===== src/tpps_defines.svh =====
// Offsets, field positions, reset values and thresholds of the profile select block.
`ifndef TPPS_DEFINES_SVH
`define TPPS_DEFINES_SVH
`define TPPS_ADDR_W 16
`define TPPS_DATA_W 8
`define TPPS_ADDR_PRIO_EN 16'h1600
`define TPPS_ADDR_SOURCE 16'h1601
`define TPPS_EN_BIT 0
`define TPPS_PRIO_LSB 1
`define TPPS_PRIO_MSB 5
`define TPPS_SRC_LSB 0
`define TPPS_SRC_MSB 4
`define TPPS_RST_PRIO_EN 8'h00
`define TPPS_RST_SOURCE 8'h00
`define TPPS_RDATA_IDLE 8'h00
`define TPPS_REVERT_MARGIN 5'h07
`define TPPS_NUM_REFS 4
`endif


===== src/tpps_pkg.sv =====
// Types shared by the profile select modules.
package tpps_pkg;
   typedef logic [4:0] tpps_prio_type;
   typedef logic [4:0] tpps_src_type;
   typedef logic [3:0] tpps_refsel_type;
endpackage


===== src/tpps_if.sv =====
// Carrier between the register file and the switching decision.
`timescale 1ns/1ps
`default_nettype none
interface tpps_if;
   import tpps_pkg::*;
   logic en;
   tpps_prio_type prio;
   tpps_src_type src;
   tpps_prio_type act_prio;
   logic act_valid;
   logic this_active;
   logic this_valid;
   logic switch_req;
   logic stay;
   tpps_refsel_type ref_sel;
   modport cfg (output en, prio, src, act_prio, act_valid, this_active, this_valid,
                input switch_req, stay, ref_sel);
   modport dec (input en, prio, src, act_prio, act_valid, this_active, this_valid,
                output switch_req, stay, ref_sel);
endinterface
`default_nettype wire


===== src/tpps_decide.sv =====
// Revertive and nonrevertive switching decision and reference decode for one profile.
`timescale 1ns/1ps
`default_nettype none
`include "tpps_defines.svh"
module tpps_decide
   import tpps_pkg::*;
(
   // Clock and reset
   input wire logic clk_in,
   input wire logic rst_b_in,
   // Configuration and status
   tpps_if.dec bus
);
   typedef struct packed
   {
      logic switch_req;
      logic stay;
      tpps_refsel_type ref_sel;
   } tpps_dec_state_type;

   tpps_dec_state_type st_r;
   tpps_dec_state_type st_nxt;
   tpps_prio_type gap;
   logic eligible;
   logic no_worse;
   logic [`TPPS_NUM_REFS-1:0] ref_hot;

   // =========================================================
   // Reference decode
   // source code decode
   genvar gi;
   generate
      for (gi = 0; gi < `TPPS_NUM_REFS; gi++)
      begin : g_ref
         assign ref_hot[gi] = bus.en && (bus.src == tpps_src_type'(gi));
      end
   endgenerate

   // =========================================================
   // Decision
   always_comb
   begin
      st_nxt = st_r;
      no_worse = bus.prio <= bus.act_prio;
      gap = bus.act_prio - bus.prio;
      eligible = bus.en && bus.this_valid && !bus.this_active;
      st_nxt.switch_req = eligible && (!bus.act_valid ||
                          (no_worse && (gap > `TPPS_REVERT_MARGIN)));
      st_nxt.stay = eligible && bus.act_valid && no_worse && (gap <= `TPPS_REVERT_MARGIN);
      st_nxt.ref_sel = ref_hot;
   end

   always_ff @(posedge clk_in or negedge rst_b_in)
   begin
      if (!rst_b_in)
         st_r <= '0;
      else
         st_r <= st_nxt;
   end

   assign bus.switch_req = st_r.switch_req;
   assign bus.stay = st_r.stay;
   assign bus.ref_sel = st_r.ref_sel;

   // =========================================================
   // Checks
   revert_switch_a: assert property (@(posedge clk_in) disable iff (!rst_b_in)
      (bus.en && bus.this_valid && !bus.this_active && bus.act_valid &&
       (bus.act_prio > bus.prio) && (bus.act_prio - bus.prio > `TPPS_REVERT_MARGIN))
      |=> bus.switch_req)
      else $error("better profile beyond margin not switched to");
   nonrevert_stay_a: assert property (@(posedge clk_in) disable iff (!rst_b_in)
      (bus.act_valid && (bus.act_prio >= bus.prio) &&
       (bus.act_prio - bus.prio <= `TPPS_REVERT_MARGIN))
      |=> !bus.switch_req)
      else $error("switch requested inside margin");
   disabled_unused_a: assert property (@(posedge clk_in) disable iff (!rst_b_in)
      !bus.en |=> (bus.ref_sel == '0) && !bus.switch_req && !bus.stay)
      else $error("disabled profile used");
   worse_noswitch_a: assert property (@(posedge clk_in) disable iff (!rst_b_in)
      (bus.act_valid && (bus.prio > bus.act_prio)) |=> !bus.switch_req && !bus.stay)
      else $error("worse priority treated as better");
   src_decode_a: assert property (@(posedge clk_in) disable iff (!rst_b_in)
      (bus.en && bus.src < `TPPS_NUM_REFS) |=> bus.ref_sel == (4'h1 << $past(bus.src[1:0])))
      else $error("reference decode wrong");
   exclusive_dec_a: assert property (@(posedge clk_in) disable iff (!rst_b_in)
      !(bus.switch_req && bus.stay))
      else $error("switch and stay together");
   switch_seen_c: cover property (@(posedge clk_in) disable iff (!rst_b_in) bus.switch_req);
   stay_seen_c: cover property (@(posedge clk_in) disable iff (!rst_b_in) bus.stay);
   ref_last_c: cover property (@(posedge clk_in) disable iff (!rst_b_in) bus.ref_sel[3]);
endmodule // tpps_decide
`default_nettype wire


===== src/tpps_top.sv =====
// Register file and top level of the translation profile priority select block.
//
// Implementation choice: the address-and-strobe port.
`timescale 1ns/1ps
`default_nettype none
`include "tpps_defines.svh"
module tpps_top
   import tpps_pkg::*;
#(
   parameter int PRIO_W = 5,
   parameter int SRC_W = 5
)
(
   // Clock and reset
   input wire logic MCLK_IN,
   input wire logic RST_B_IN,
   // Register port
   input wire logic [`TPPS_ADDR_W-1:0] ADDR_IN,
   input wire logic [`TPPS_DATA_W-1:0] WDATA_IN,
   input wire logic WR_IN,
   input wire logic RD_IN,
   output logic [`TPPS_DATA_W-1:0] RDATA_OUT,
   // Channel state machine status
   input wire logic [4:0] ACTIVE_PRIO_IN,
   input wire logic ACTIVE_VALID_IN,
   input wire logic THIS_ACTIVE_IN,
   input wire logic THIS_VALID_IN,
   // Decision and reference select
   output logic SWITCH_REQ_OUT,
   output logic STAY_OUT,
   output logic ENABLED_OUT,
   output logic [4:0] PRIORITY_OUT,
   output logic [3:0] REF_SEL_OUT
);
   // =========================================================
   // Parameter check
   generate
      if (PRIO_W != 5 || SRC_W != 5)
      begin : g_bad
         $error("tpps_top supports only five-bit priority and source fields");
      end
   endgenerate

   typedef struct packed
   {
      logic [`TPPS_DATA_W-1:0] prio_en;
      logic [`TPPS_DATA_W-1:0] source;
      logic [`TPPS_DATA_W-1:0] rdata;
   } tpps_reg_state_type;

   tpps_reg_state_type st_r;
   tpps_reg_state_type st_nxt;
   tpps_if link ();

   // =========================================================
   // Register file
   // Reserved bits are never stored, so they read back as zero without a mask on read.
   always_comb
   begin
      st_nxt = st_r;
      st_nxt.rdata = `TPPS_RDATA_IDLE;
      if (WR_IN)
      begin
         if (ADDR_IN == `TPPS_ADDR_PRIO_EN)
         begin
            st_nxt.prio_en = '0;
            st_nxt.prio_en[`TPPS_PRIO_MSB:`TPPS_PRIO_LSB] =
               WDATA_IN[`TPPS_PRIO_MSB:`TPPS_PRIO_LSB];
            st_nxt.prio_en[`TPPS_EN_BIT] = WDATA_IN[`TPPS_EN_BIT];
         end
         if (ADDR_IN == `TPPS_ADDR_SOURCE)
         begin
            st_nxt.source = '0;
            st_nxt.source[`TPPS_SRC_MSB:`TPPS_SRC_LSB] = WDATA_IN[`TPPS_SRC_MSB:`TPPS_SRC_LSB];
         end
      end
      if (RD_IN)
      begin
         if (ADDR_IN == `TPPS_ADDR_PRIO_EN)
            st_nxt.rdata = st_r.prio_en;
         else if (ADDR_IN == `TPPS_ADDR_SOURCE)
            st_nxt.rdata = st_r.source;
      end
   end

   always_ff @(posedge MCLK_IN or negedge RST_B_IN)
   begin
      if (!RST_B_IN)
      begin
         st_r.prio_en <= `TPPS_RST_PRIO_EN;
         st_r.source <= `TPPS_RST_SOURCE;
         st_r.rdata <= `TPPS_RDATA_IDLE;
      end
      else
         st_r <= st_nxt;
   end

   // =========================================================
   // Decision
   // enable to selector
   assign link.en = st_r.prio_en[`TPPS_EN_BIT];
   assign link.prio = st_r.prio_en[`TPPS_PRIO_MSB:`TPPS_PRIO_LSB];
   assign link.src = st_r.source[`TPPS_SRC_MSB:`TPPS_SRC_LSB];
   assign link.act_prio = ACTIVE_PRIO_IN;
   assign link.act_valid = ACTIVE_VALID_IN;
   assign link.this_active = THIS_ACTIVE_IN;
   assign link.this_valid = THIS_VALID_IN;

   tpps_decide u_decide
   (
      .clk_in(MCLK_IN),
      .rst_b_in(RST_B_IN),
      .bus(link)
   );

   assign RDATA_OUT = st_r.rdata;
   assign SWITCH_REQ_OUT = link.switch_req;
   assign STAY_OUT = link.stay;
   assign REF_SEL_OUT = link.ref_sel;
   assign ENABLED_OUT = st_r.prio_en[`TPPS_EN_BIT];
   assign PRIORITY_OUT = st_r.prio_en[`TPPS_PRIO_MSB:`TPPS_PRIO_LSB];

   // =========================================================
   // Checks
   rd_one_cycle_a: assert property (@(posedge MCLK_IN) disable iff (!RST_B_IN)
      (RD_IN && ADDR_IN == `TPPS_ADDR_PRIO_EN) |=> RDATA_OUT == $past(st_r.prio_en))
      else $error("priority readback wrong");
   prio_write_a: assert property (@(posedge MCLK_IN) disable iff (!RST_B_IN)
      (WR_IN && ADDR_IN == `TPPS_ADDR_PRIO_EN)
      |=> PRIORITY_OUT == $past(WDATA_IN[`TPPS_PRIO_MSB:`TPPS_PRIO_LSB]))
      else $error("priority write lost");
   enable_write_a: assert property (@(posedge MCLK_IN) disable iff (!RST_B_IN)
      (WR_IN && ADDR_IN == `TPPS_ADDR_PRIO_EN && !WDATA_IN[`TPPS_EN_BIT])
      |=> ##1 REF_SEL_OUT == '0)
      else $error("disabled profile still selects a reference");
   src_reserved_a: assert property (@(posedge MCLK_IN) disable iff (!RST_B_IN)
      st_r.source[`TPPS_DATA_W-1:`TPPS_SRC_MSB+1] == '0)
      else $error("reserved source bits set");
   rd_idle_a: assert property (@(posedge MCLK_IN) disable iff (!RST_B_IN)
      !RD_IN |=> RDATA_OUT == `TPPS_RDATA_IDLE)
      else $error("read data outside read answer");
   prio_read_c: cover property (@(posedge MCLK_IN) disable iff (!RST_B_IN)
      (WR_IN && ADDR_IN == `TPPS_ADDR_PRIO_EN) ##1 (RD_IN && ADDR_IN == `TPPS_ADDR_PRIO_EN));
endmodule // tpps_top
`default_nettype wire


===== config.mk =====
export PLATFORM = sky130hd
export DESIGN_NAME = tpps_top
export DESIGN_NICKNAME = d
export VERILOG_FILES = /design/src/tpps_pkg.sv /design/src/tpps_if.sv /design/src/tpps_decide.sv /design/src/tpps_top.sv
export VERILOG_INCLUDE_DIRS = /design/src /design/src/src
export SDC_FILE = /design/constraint.sdc
export NUM_CORES = 1
export LEC_CHECK = 0
export BUFFER_PORTS_ARGS = -buffer_cell sky130_fd_sc_hd__buf_2
export CORE_UTILIZATION = 42
export DETAILED_ROUTE_END_ITERATION = 12
export GPL_ROUTABILITY_DRIVEN = 0
export PLACE_DENSITY_LB_ADDON = 0.2
export SYNTH_ARGS = -nofsm -noshare
export SYNTH_HDL_FRONTEND = slang
export SYNTH_SLANG_ARGS = --single-unit
export TNS_END_PERCENT = 10

===== constraint.sdc =====
create_clock -name MCLK_IN -period 1.8 [get_ports MCLK_IN]
set_clock_uncertainty 0.15 [all_clocks]
set_input_delay 0.45 -clock MCLK_IN [delete_from_list [all_inputs] [get_ports MCLK_IN]]
set_output_delay 0.45 -clock MCLK_IN [all_outputs]
set_load 0.02 [all_outputs]

==> flow_summary.yaml, run 1 <==
status:
  outcome: "finished, violations left"
  violations: "DRC, setup timing"
cells_and_area:
  final_cell_mix: "buf_2 (51), dfrtp_1 (21), mux2_4 (11)"
  final_common_cell: "buf_2"
  n_antenna_cell: 0
  ff_latch_area_um2: 578
  num-fill-cells: 264
  syn2layout_area_growth_pct: 31.0
  final_cells: 190
  fin_nets: 202
  drive_above_1_share: 0.541
  multiInputGateArea_um2: 662
routing:
  ant_nets: 0
  drc: 8
  viasPerCell: 5.15
  post_drt_wl_per_cell_um: 12.9
  drt_iter0_markers: 24
  vias: 978
  routed_wl_um: 2450
  drt_pre_antenna_iters: 8
timing:
  rsz0062_at_grt: "true"
  slew_viol_final: 0
  post-route-period-util: 1.01
  relSlewSlack: 0.533
  tightest_slew_ns: 0.691
  finalCriticalPeriod_ns: 1.81
  hold_viol: 0
  max_freq_mhz: 552
  hold-worst-slack_ns: 0.194
  setup_viol: 1
  setup_ws_ns: -0.0108
clocking:
  cts-root-buf: "clkbuf_4"
  clkTransAtPathRegs_ns: 0.12
  cts_tree: "done"
  cts.sinks: 23
  htreeDepth: 1
  cts.path.max_buffers: 2
  clock_latency_ns: 0.30
  post_cts_buffers: 0
  cts_buffers: 3
yosys:
  syn_area_um2: 1260
  ys_seq_area_frac: 0.458
  yosys_warnings: 0
  ys_types: 33
  syn_area_per_cell_um2: 12.6
  postSynthCellCount: 100
  ys_ff_latch: 23
global_routing:
  grt.overflow.total: 0
  grt_pass1_vias: 983
  antenna_found_initial: 0
  grt_start_max_net_pins: 24
  track_usage: 0.166
  grt_first_pass_wirelength_um: 4130
critical_path:
  path_max_fanout: 4
  criticalPathCategory: "reg2reg"
  r2r_end: "u_decide.bus.stay"
  endpoint_kind: "register"
  startpoint: "PRIORITY_OUT[2]"
  arrival_ns: 1.91
  worstRegToRegCells: 6
  regToRegSetupSlack_ns: -0.01
  critPathRequiredTime_ns: 1.90
  crit_path_start_kind: "register"
  rr_startpoint: "PRIORITY_OUT[2]"
placed_design:
  port_buffers: 51
  place_inst: 185
  dpl_worst_slack_ns: -0.163
  place_hpwl_um: 1950
run:
  maxCapViolCount: 0
pwr:
  p_leak_nw: 0.857
  ir_worst_vdd_mv: 0.278
  powerDensity_nw_per_um2: 520
die:
  core-area_um2: 2810
  rows: 19
  io_pins: 56
  die_x_um: 56.7
  die-area_um2: 3210
  die_h_um: 56.7
  start_util: 0.448
min_path:
  hold_path_end: "u_decide.bus.switch_req"
  min-delay-start: "ACTIVE_VALID_IN"
  hp-class: "in2reg"
  min_path_cells: 2
[flip-flops by register name (all words and copies together) (netlist names)]
register and cells:
RDATA_OUT 6, u_decide.bus.stay 1, u_decide.bus.ref_sel 4, link.src 5
PRIORITY_OUT 5, ENABLED_OUT 1, u_decide.bus.switch_req 1
[cells by family after synthesis]
logic type,Yosys count,synth area share
DFF,23,0.458
other,1,0.00299
AOI/OAI and AO/OA,13,0.0777
buffers and inverters,11,0.0418
adders and majority gates,6,0.0657
and+or+nand+nor,35,0.222
muxes,11,0.131
[how the worst max path moves through the flow]
| stage | endpoint | cells after the start |
|---|---|---|
| 6_report | u_decide.bus.stay | 6 |
| 5_1_grt | u_decide.bus.stay | 6 |
| 4_1_cts | u_decide.bus.stay | 6 |
| 3_5_place_dp | PRIORITY_OUT[0] | 5 |
| 3_3_place_gp | PRIORITY_OUT[0] | 5 |
| 2_1_floorplan | u_decide.bus.stay | 5 |
[synth_stat cells]
master	count	share of area
dfrtp_1	23	0.46
mux2_4	11	0.13
inv_1	7	0.021
nand3_1	6	0.024
nand3b_1	6	0.036
a21boi_1	5	0.030
ha_1	5	0.050
and3_1	3	0.015
buf_4	3	0.018
nor2_1	3	0.0090
a21oi_1	2	0.0080
and3b_1	2	0.014
nand4_1	2	0.010
nor3b_1	2	0.012
nor4b_1	2	0.014
a211oi_2	1	0.010
a21o_1	1	0.0060
a311o_1	1	0.0080
a311oi_1	1	0.0070
and4_4	1	0.0090
and4b_1	1	0.0080
clkbuf_1	1	0.0030
conb_1	1	0.0030
fa_1	1	0.016
nand2_1	1	0.0030
nand3_4	1	0.014
nor2_4	1	0.0090
nor4_2	1	0.010
nor4b_2	1	0.012
nor4b_4	1	0.019
o21ai_1	1	0.0040
o22ai_1	1	0.0050
or3_1	1	0.0050
[metrics by stage]
stage	power, W	util	area (um2)	setup TNS [ns]
final	0.000855	0.587	1650	-0.0108
after detailed placement	0.000632	0.570	1600	-1.66
after global placement	0.000627	0.570	1600	-1.29
after CTS	0.000860	0.584	1640	-0.00673
after floorplan	0.000571	-	1290	0
after global routing	0.000900	0.587	1650	-0.111
[critical path: stages (launching register included)]
cell      delay, ns
dfrtp_2        0.43
inv_2          0.06
ha_4           0.20
a21o_1         0.17
or3_4          0.36
a211oi_2       0.22
and3_1         0.18
[metal layers]
metal  global-route usage  share of wire  vias up
li1                     -              -      482
met1                0.204           0.43      456
met2                0.287           0.49       36
met3               0.0461          0.062        4
met4               0.0357          0.012        0
met5                    0              0        -
[final cells by class]
cell class / count / area share
clock buffer: 3 / 0.0137
tap: 31 / 0.0236
timing repair buffer: 58 / 0.189
inverter: 7 / 0.0175
sequential: 23 / 0.351
multi-input combinational: 67 / 0.402
clock inverter: 1 / 0.00304
[report_power, final]
part	leakage, nW	switching (W)	internal [W]
combinational	0.521	0.0000548	0.0000527
sequential	0.318	0.0000000860	0.000517
clock	0.0177	0.000148	0.0000829
[repair_timing]
item / 4_1_cts / 5_1_grt
hold buffers: 1 / 0
endpoints found under the hold margin: 23 / 0
setup endpoints to repair: 1 / 2
gates resized for setup: 0 / 2
(Power assumes the default switching activity.)
==> run 2: changes to the inputs <==
--- a/config.mk
+++ b/config.mk
@@ -11,6 +11,7 @@
 export DETAILED_ROUTE_END_ITERATION = 12
 export GPL_ROUTABILITY_DRIVEN = 0
 export PLACE_DENSITY_LB_ADDON = 0.2
+export SETUP_SLACK_MARGIN = 0.3
 export SYNTH_ARGS = -nofsm -noshare
 export SYNTH_HDL_FRONTEND = slang
 export SYNTH_SLANG_ARGS = --single-unit
==> run 2 against run 1 <==
Net effect:
- the run still ends with DRC, setup timing left
- largest power group unchanged
- sequential share of layout area decreased by 3.5 points
- worst hold slack got worse by 0.0081 ns
- first-iteration DRC count increased by 46%
- highest routed layer is now met3
- largest cell class unchanged
==> flow_summary.yaml, run 2 (synthesized netlist as in run 1, its figures left out) <==
status:
  outcome: "finished, violations left"
  violations: "DRC, setup timing"
routing:
  viasPerCell: 5.23
  drc: 8
  vias: 1020
  post_drt_wl_per_cell_um: 13.9
  routed_wl_um: 2720
  drt_iter0_markers: 35
  ant_nets: 0
  drt_pre_antenna_iters: 8
timing:
  rsz0062_at_grt: "true"
  slew_viol_final: 0
  max_freq_mhz: 543
  setup_viol: 3
  post-route-period-util: 1.02
  setup_ws_ns: -0.0410
  finalCriticalPeriod_ns: 1.84
  hold_viol: 0
critical_path:
  slowest_stage: "dfrtp_2"
  arrival_ns: 1.94
  critPathRequiredTime_ns: 1.90
  endpoint_kind: "register"
  path_cells: "inv_2 > ha_4 > a21o_1 > or3_4 > a211oi_4 > and3_1"
  max_stage_delay_ns: 0.43
  rr_startpoint: "PRIORITY_OUT[2]"
  cp.buffers_inverters: 1
  path_max_fanout: 4
  crit_family: "simple AND/OR/NAND/NOR gates"
  startpoint: "PRIORITY_OUT[2]"
  crit_path_start_kind: "register"
  criticalPathCategory: "reg2reg"
die:
  core-area_um2: 2810
  rows: 19
  start_util: 0.448
  io_pins: 56
  die_x_um: 56.7
  die-area_um2: 3210
  die_h_um: 56.7
global_routing:
  grt_start_max_net_pins: 24
  antenna_found_initial: 0
  grt_first_pass_wirelength_um: 4410
  grt_pass1_vias: 1046
  grt.overflow.total: 0
  track_usage: 0.178
cells_and_area:
  syn2layout_area_growth_pct: 45.9
  multiInputGateArea_um2: 711
  largest_register_ffs: 6
  ff_latch_area_um2: 579
  num-fill-cells: 225
  drive_above_1_share: 0.579
  n_antenna_cell: 0
  final_common_cell: "buf_2"
  final_cell_mix: "buf_2 (39), dfrtp_1 (20), buf_6 (16)"
  final_util: 0.653
  fin_nets: 207
pwr:
  powerDensity_nw_per_um2: 481
  p_leak_nw: 0.918
  ir_worst_vdd_mv: 0.464
clocking:
  clkTransAtPathRegs_ns: 0.12
  cts.path.max_buffers: 2
  cts_tree: "done"
  clock_latency_ns: 0.31
  cts-root-buf: "clkbuf_4"
  htreeDepth: 1
  cts_buffers: 3
  cts.sinks: 23
min_path:
  min-delay-start: "ACTIVE_VALID_IN"
  hp-class: "in2reg"
placed_design:
  port_buffers: 51
  dpl_worst_slack_ns: -0.163
  place_hpwl_um: 1990
run:
  maxCapViolCount: 0
run 2: cell count changes in the layout (fill, tap and decap cells not counted), sizes merged:
cell  delta
buf      +5
run 2: worst reg2reg max path, stage by stage, from the launching register on:
cell	delay, ns
dfrtp_2	0.43
inv_2	0.06
ha_4	0.20
a21o_1	0.17
or3_4	0.38
a211oi_4	0.21
and3_1	0.18
run 2: per-layer routing:
layer  share of wire  track usage  up-vias
met1            0.43        0.209      493
met2            0.52        0.328       35
li1                -            -      492
met5               0            0        -
met3           0.051       0.0484        0
met4               0       0.0250        0
run 2: area by class of cell:
cell class / instances / share of cell area
timing repair buffer: 63 / 0.246
multi-input combinational: 67 / 0.388
clock buffer: 3 / 0.0123
inverter: 7 / 0.0143
clock inverter: 1 / 0.00273
tap: 31 / 0.0212
sequential: 23 / 0.316
run 2: what timing repair did:
action                                  in CTS  in global routing
pin swaps                                    6                  7
setup buffers                                1                  2
endpoints found under the hold margin       23                  0
endpoints found under the setup margin      22                 20
hold buffers                                 1                  0
gates resized for setup                     24                  5
run 2: worst paths after layout:
| kind | cells past startpoint | endpoint | slack, ns |
|---|---|---|---|
| setup / recovery | 6 | u_decide.bus.stay | -0.04 |
| hold / removal | 2 | u_decide.bus.switch_req | 0.19 |
| setup reg to reg | 6 | u_decide.bus.stay | -0.04 |
| hold reg to reg | 1 | u_decide.bus.ref_sel[0] | 0.39 |
| max in group asynchronous | 2 | PRIORITY_OUT[3] | 0.67 |
| min in group asynchronous | 2 | link.src[4] | 0.48 |
run 2: through the flow:
stage | power, W | hold WS [ns] | instances | setup TNS [ns] | cell area (um2)
finish | 0.000882 | 0.186 | 195 | -0.0865 | 1830
global route | 0.000932 | 0.176 | 195 | -0.320 | 1830
CTS | 0.000880 | 0.177 | 193 | -0.0188 | 1790
detailed placement | 0.000633 | 0.295 | 187 | -1.55 | 1630
global placement | 0.000630 | 0.287 | 187 | -1.20 | 1630
floorplan | 0.000571 | 0.00441 | 101 | 0 | 1290
run 2: report_power, final:
part | switching [W] | internal (W) | leakage, nW
clock | 0.000151 | 0.0000830 | 0.0177
sequential | 0.0000000973 | 0.000517 | 0.316
combinational | 0.0000636 | 0.0000681 | 0.584
==> run 3: changes to the inputs <==
--- a/config.mk
+++ b/config.mk
@@ -10,7 +10,8 @@
 export CORE_UTILIZATION = 42
 export DETAILED_ROUTE_END_ITERATION = 12
 export GPL_ROUTABILITY_DRIVEN = 0
-export PLACE_DENSITY_LB_ADDON = 0.2
+export HOLD_SLACK_MARGIN = 0.08
+export PLACE_DENSITY = 0.75
 export SETUP_SLACK_MARGIN = 0.3
 export SYNTH_ARGS = -nofsm -noshare
 export SYNTH_HDL_FRONTEND = slang
==> run 3 against run 2 <==
Net effect:
- the run still ends with DRC, setup timing left
- die area unchanged
- power fell by 0.76%
- via count up 2.1%
- clock power about the same
- first-iteration DRC count decreased by 11%
- sequential share of layout area increased by 0.84 points
- global-route usage rose by 0.33 points
- design area down 2.4%
- maximum frequency grew 1.2%
- critical path type unchanged
- critical endpoint unchanged
==> flow_summary.yaml, run 3 (synthesized netlist as in run 1, its figures left out) <==
critical_path:
  endpoint_kind: "register"
  crit_path_start_kind: "register"
  critPathRequiredTime_ns: 1.86
  arrival_ns: 1.88
  criticalPathCategory: "reg2reg"
  path_max_fanout: 2
  worstRegToRegCells: 7
routing:
  ant_nets: 0
  vias: 1041
  routed_wl_um: 2840
  post_drt_wl_per_cell_um: 14.7
  drt_pre_antenna_iters: 8
  viasPerCell: 5.39
  drc: 4
  drt_iter0_markers: 31
pwr:
  switchingPower_w: 0.000211
  powerDensity_nw_per_um2: 489
  ir_worst_vdd_mv: 0.249
  p_leak_nw: 0.895
  power_frac_comb: 0.141
  sequentialPowerShare: 0.590
  clock_power_share: 0.269
  switching_share: 0.241
  internal_power_w: 0.000665
global_routing:
  grt_pass1_vias: 995
  track_usage: 0.181
  grt.overflow.total: 0
  grt_start_max_net_pins: 24
  grt_first_pass_wirelength_um: 4410
  antenna_found_initial: 0
timing:
  tightest_slew_ns: 0.508
  finalCriticalPeriod_ns: 1.82
  max_freq_mhz: 550
  slew_viol_final: 0
  setup_viol: 2
  setup_ws_ns: -0.0186
  rsz0062_at_grt: "true"
  hold_viol: 0
  post-route-period-util: 1.01
  hold-worst-slack_ns: 0.198
  relSlewSlack: 0.661
placed_design:
  placedInstanceArea_um2: 1600
  place_hpwl_um: 2120
  port_buffers: 51
status:
  outcome: "finished, violations left"
  violations: "DRC, setup timing"
cells_and_area:
  final_common_cell: "buf_2"
  final_cell_mix: "buf_2 (39), dfrtp_1 (19), buf_6 (18)"
  design_area_um2: 1790
  final_util: 0.638
  largest_register_ffs: 6
  drive_above_1_share: 0.562
  n_antenna_cell: 0
  fin_nets: 205
  syn2layout_area_growth_pct: 42.4
clocking:
  cts.path.max_buffers: 2
  clkTransAtPathRegs_ns: 0.12
  htreeDepth: 1
  clock_latency_ns: 0.31
  cts_buffers: 3
  cts-root-buf: "clkbuf_4"
  cts_tree: "done"
  cts.sinks: 23
die:
  start_util: 0.448
  die-area_um2: 3210
  core-area_um2: 2810
  die_h_um: 56.7
  io_pins: 56
  rows: 19
  die_x_um: 56.7
min_path:
  min_path_cells: 2
  hp-class: "in2reg"
run:
  maxCapViolCount: 0
[run 3: repair_timing]
action,4_1_cts,5_1_grt
resized for setup,24,5
hold buffers,1,0
endpoints found under the setup margin,20,25
pin swaps,5,7
setup buffers,2,1
endpoints found under the hold margin,23,0
[run 3: metal layers]
layer	vias up	share of wire	global-route usage	wire, um
li1	487	-	-	-
met1	508	0.41	0.216	1170
met2	44	0.53	0.325	1500
met3	2	0.052	0.0253	148
met4	0	0.0095	0.0750	27
met5	-	0	0	0
[run 3: worst max-delay path, stage by stage (launching register included)]
cell and delay [ns]:
dfrtp_1 0.41, ha_1 0.19, inv_1 0.06, fa_1 0.35, nand3_1 0.11, and3_1 0.21
a211oi_2 0.06, and3_1 0.17
[run 3: final cells by class]
type,count,area [um2]
inverter,7,26.3
tap,31,38.8
clock buffer,4,26.3
fill,234,1020
sequential,23,581
timing repair buffer,61,430
multi-input combinational,67,687
[run 3: final timing paths]
path,slack [ns],start,end
worst max-delay path,-0.02,PRIORITY_OUT[0],u_decide.bus.stay
worst min-delay path,0.20,ACTIVE_VALID_IN,u_decide.bus.switch_req
worst max register to register,-0.02,PRIORITY_OUT[0],u_decide.bus.stay
worst min register to register,0.37,link.src[0],u_decide.bus.ref_sel[2]
max in group asynchronous,0.65,RST_B_IN,ENABLED_OUT
min in group asynchronous,0.48,RST_B_IN,RDATA_OUT[3]
[run 3: power groups by stage]
stage	registers, W	logic [W]	clock network, W
after floorplan	0.000527	0.0000441	0
after global placement	0.000527	0.000101	0
after detailed placement	0.000527	0.000107	0
after CTS	0.000517	0.000121	0.000240
after global routing	0.000517	0.000134	0.000263
final	0.000517	0.000123	0.000236
[run 3: through the flow]
step	total power [W]	cells	setup WS (ns)	TNS (ns)
after floorplan	0.000571	101	0.0137	0
after global placement	0.000628	185	-0.121	-1.20
after detailed placement	0.000634	185	-0.167	-1.81
after CTS	0.000878	192	-0.0100	-0.0100
after global routing	0.000915	193	-0.0785	-0.149
final	0.000876	193	-0.0186	-0.0227
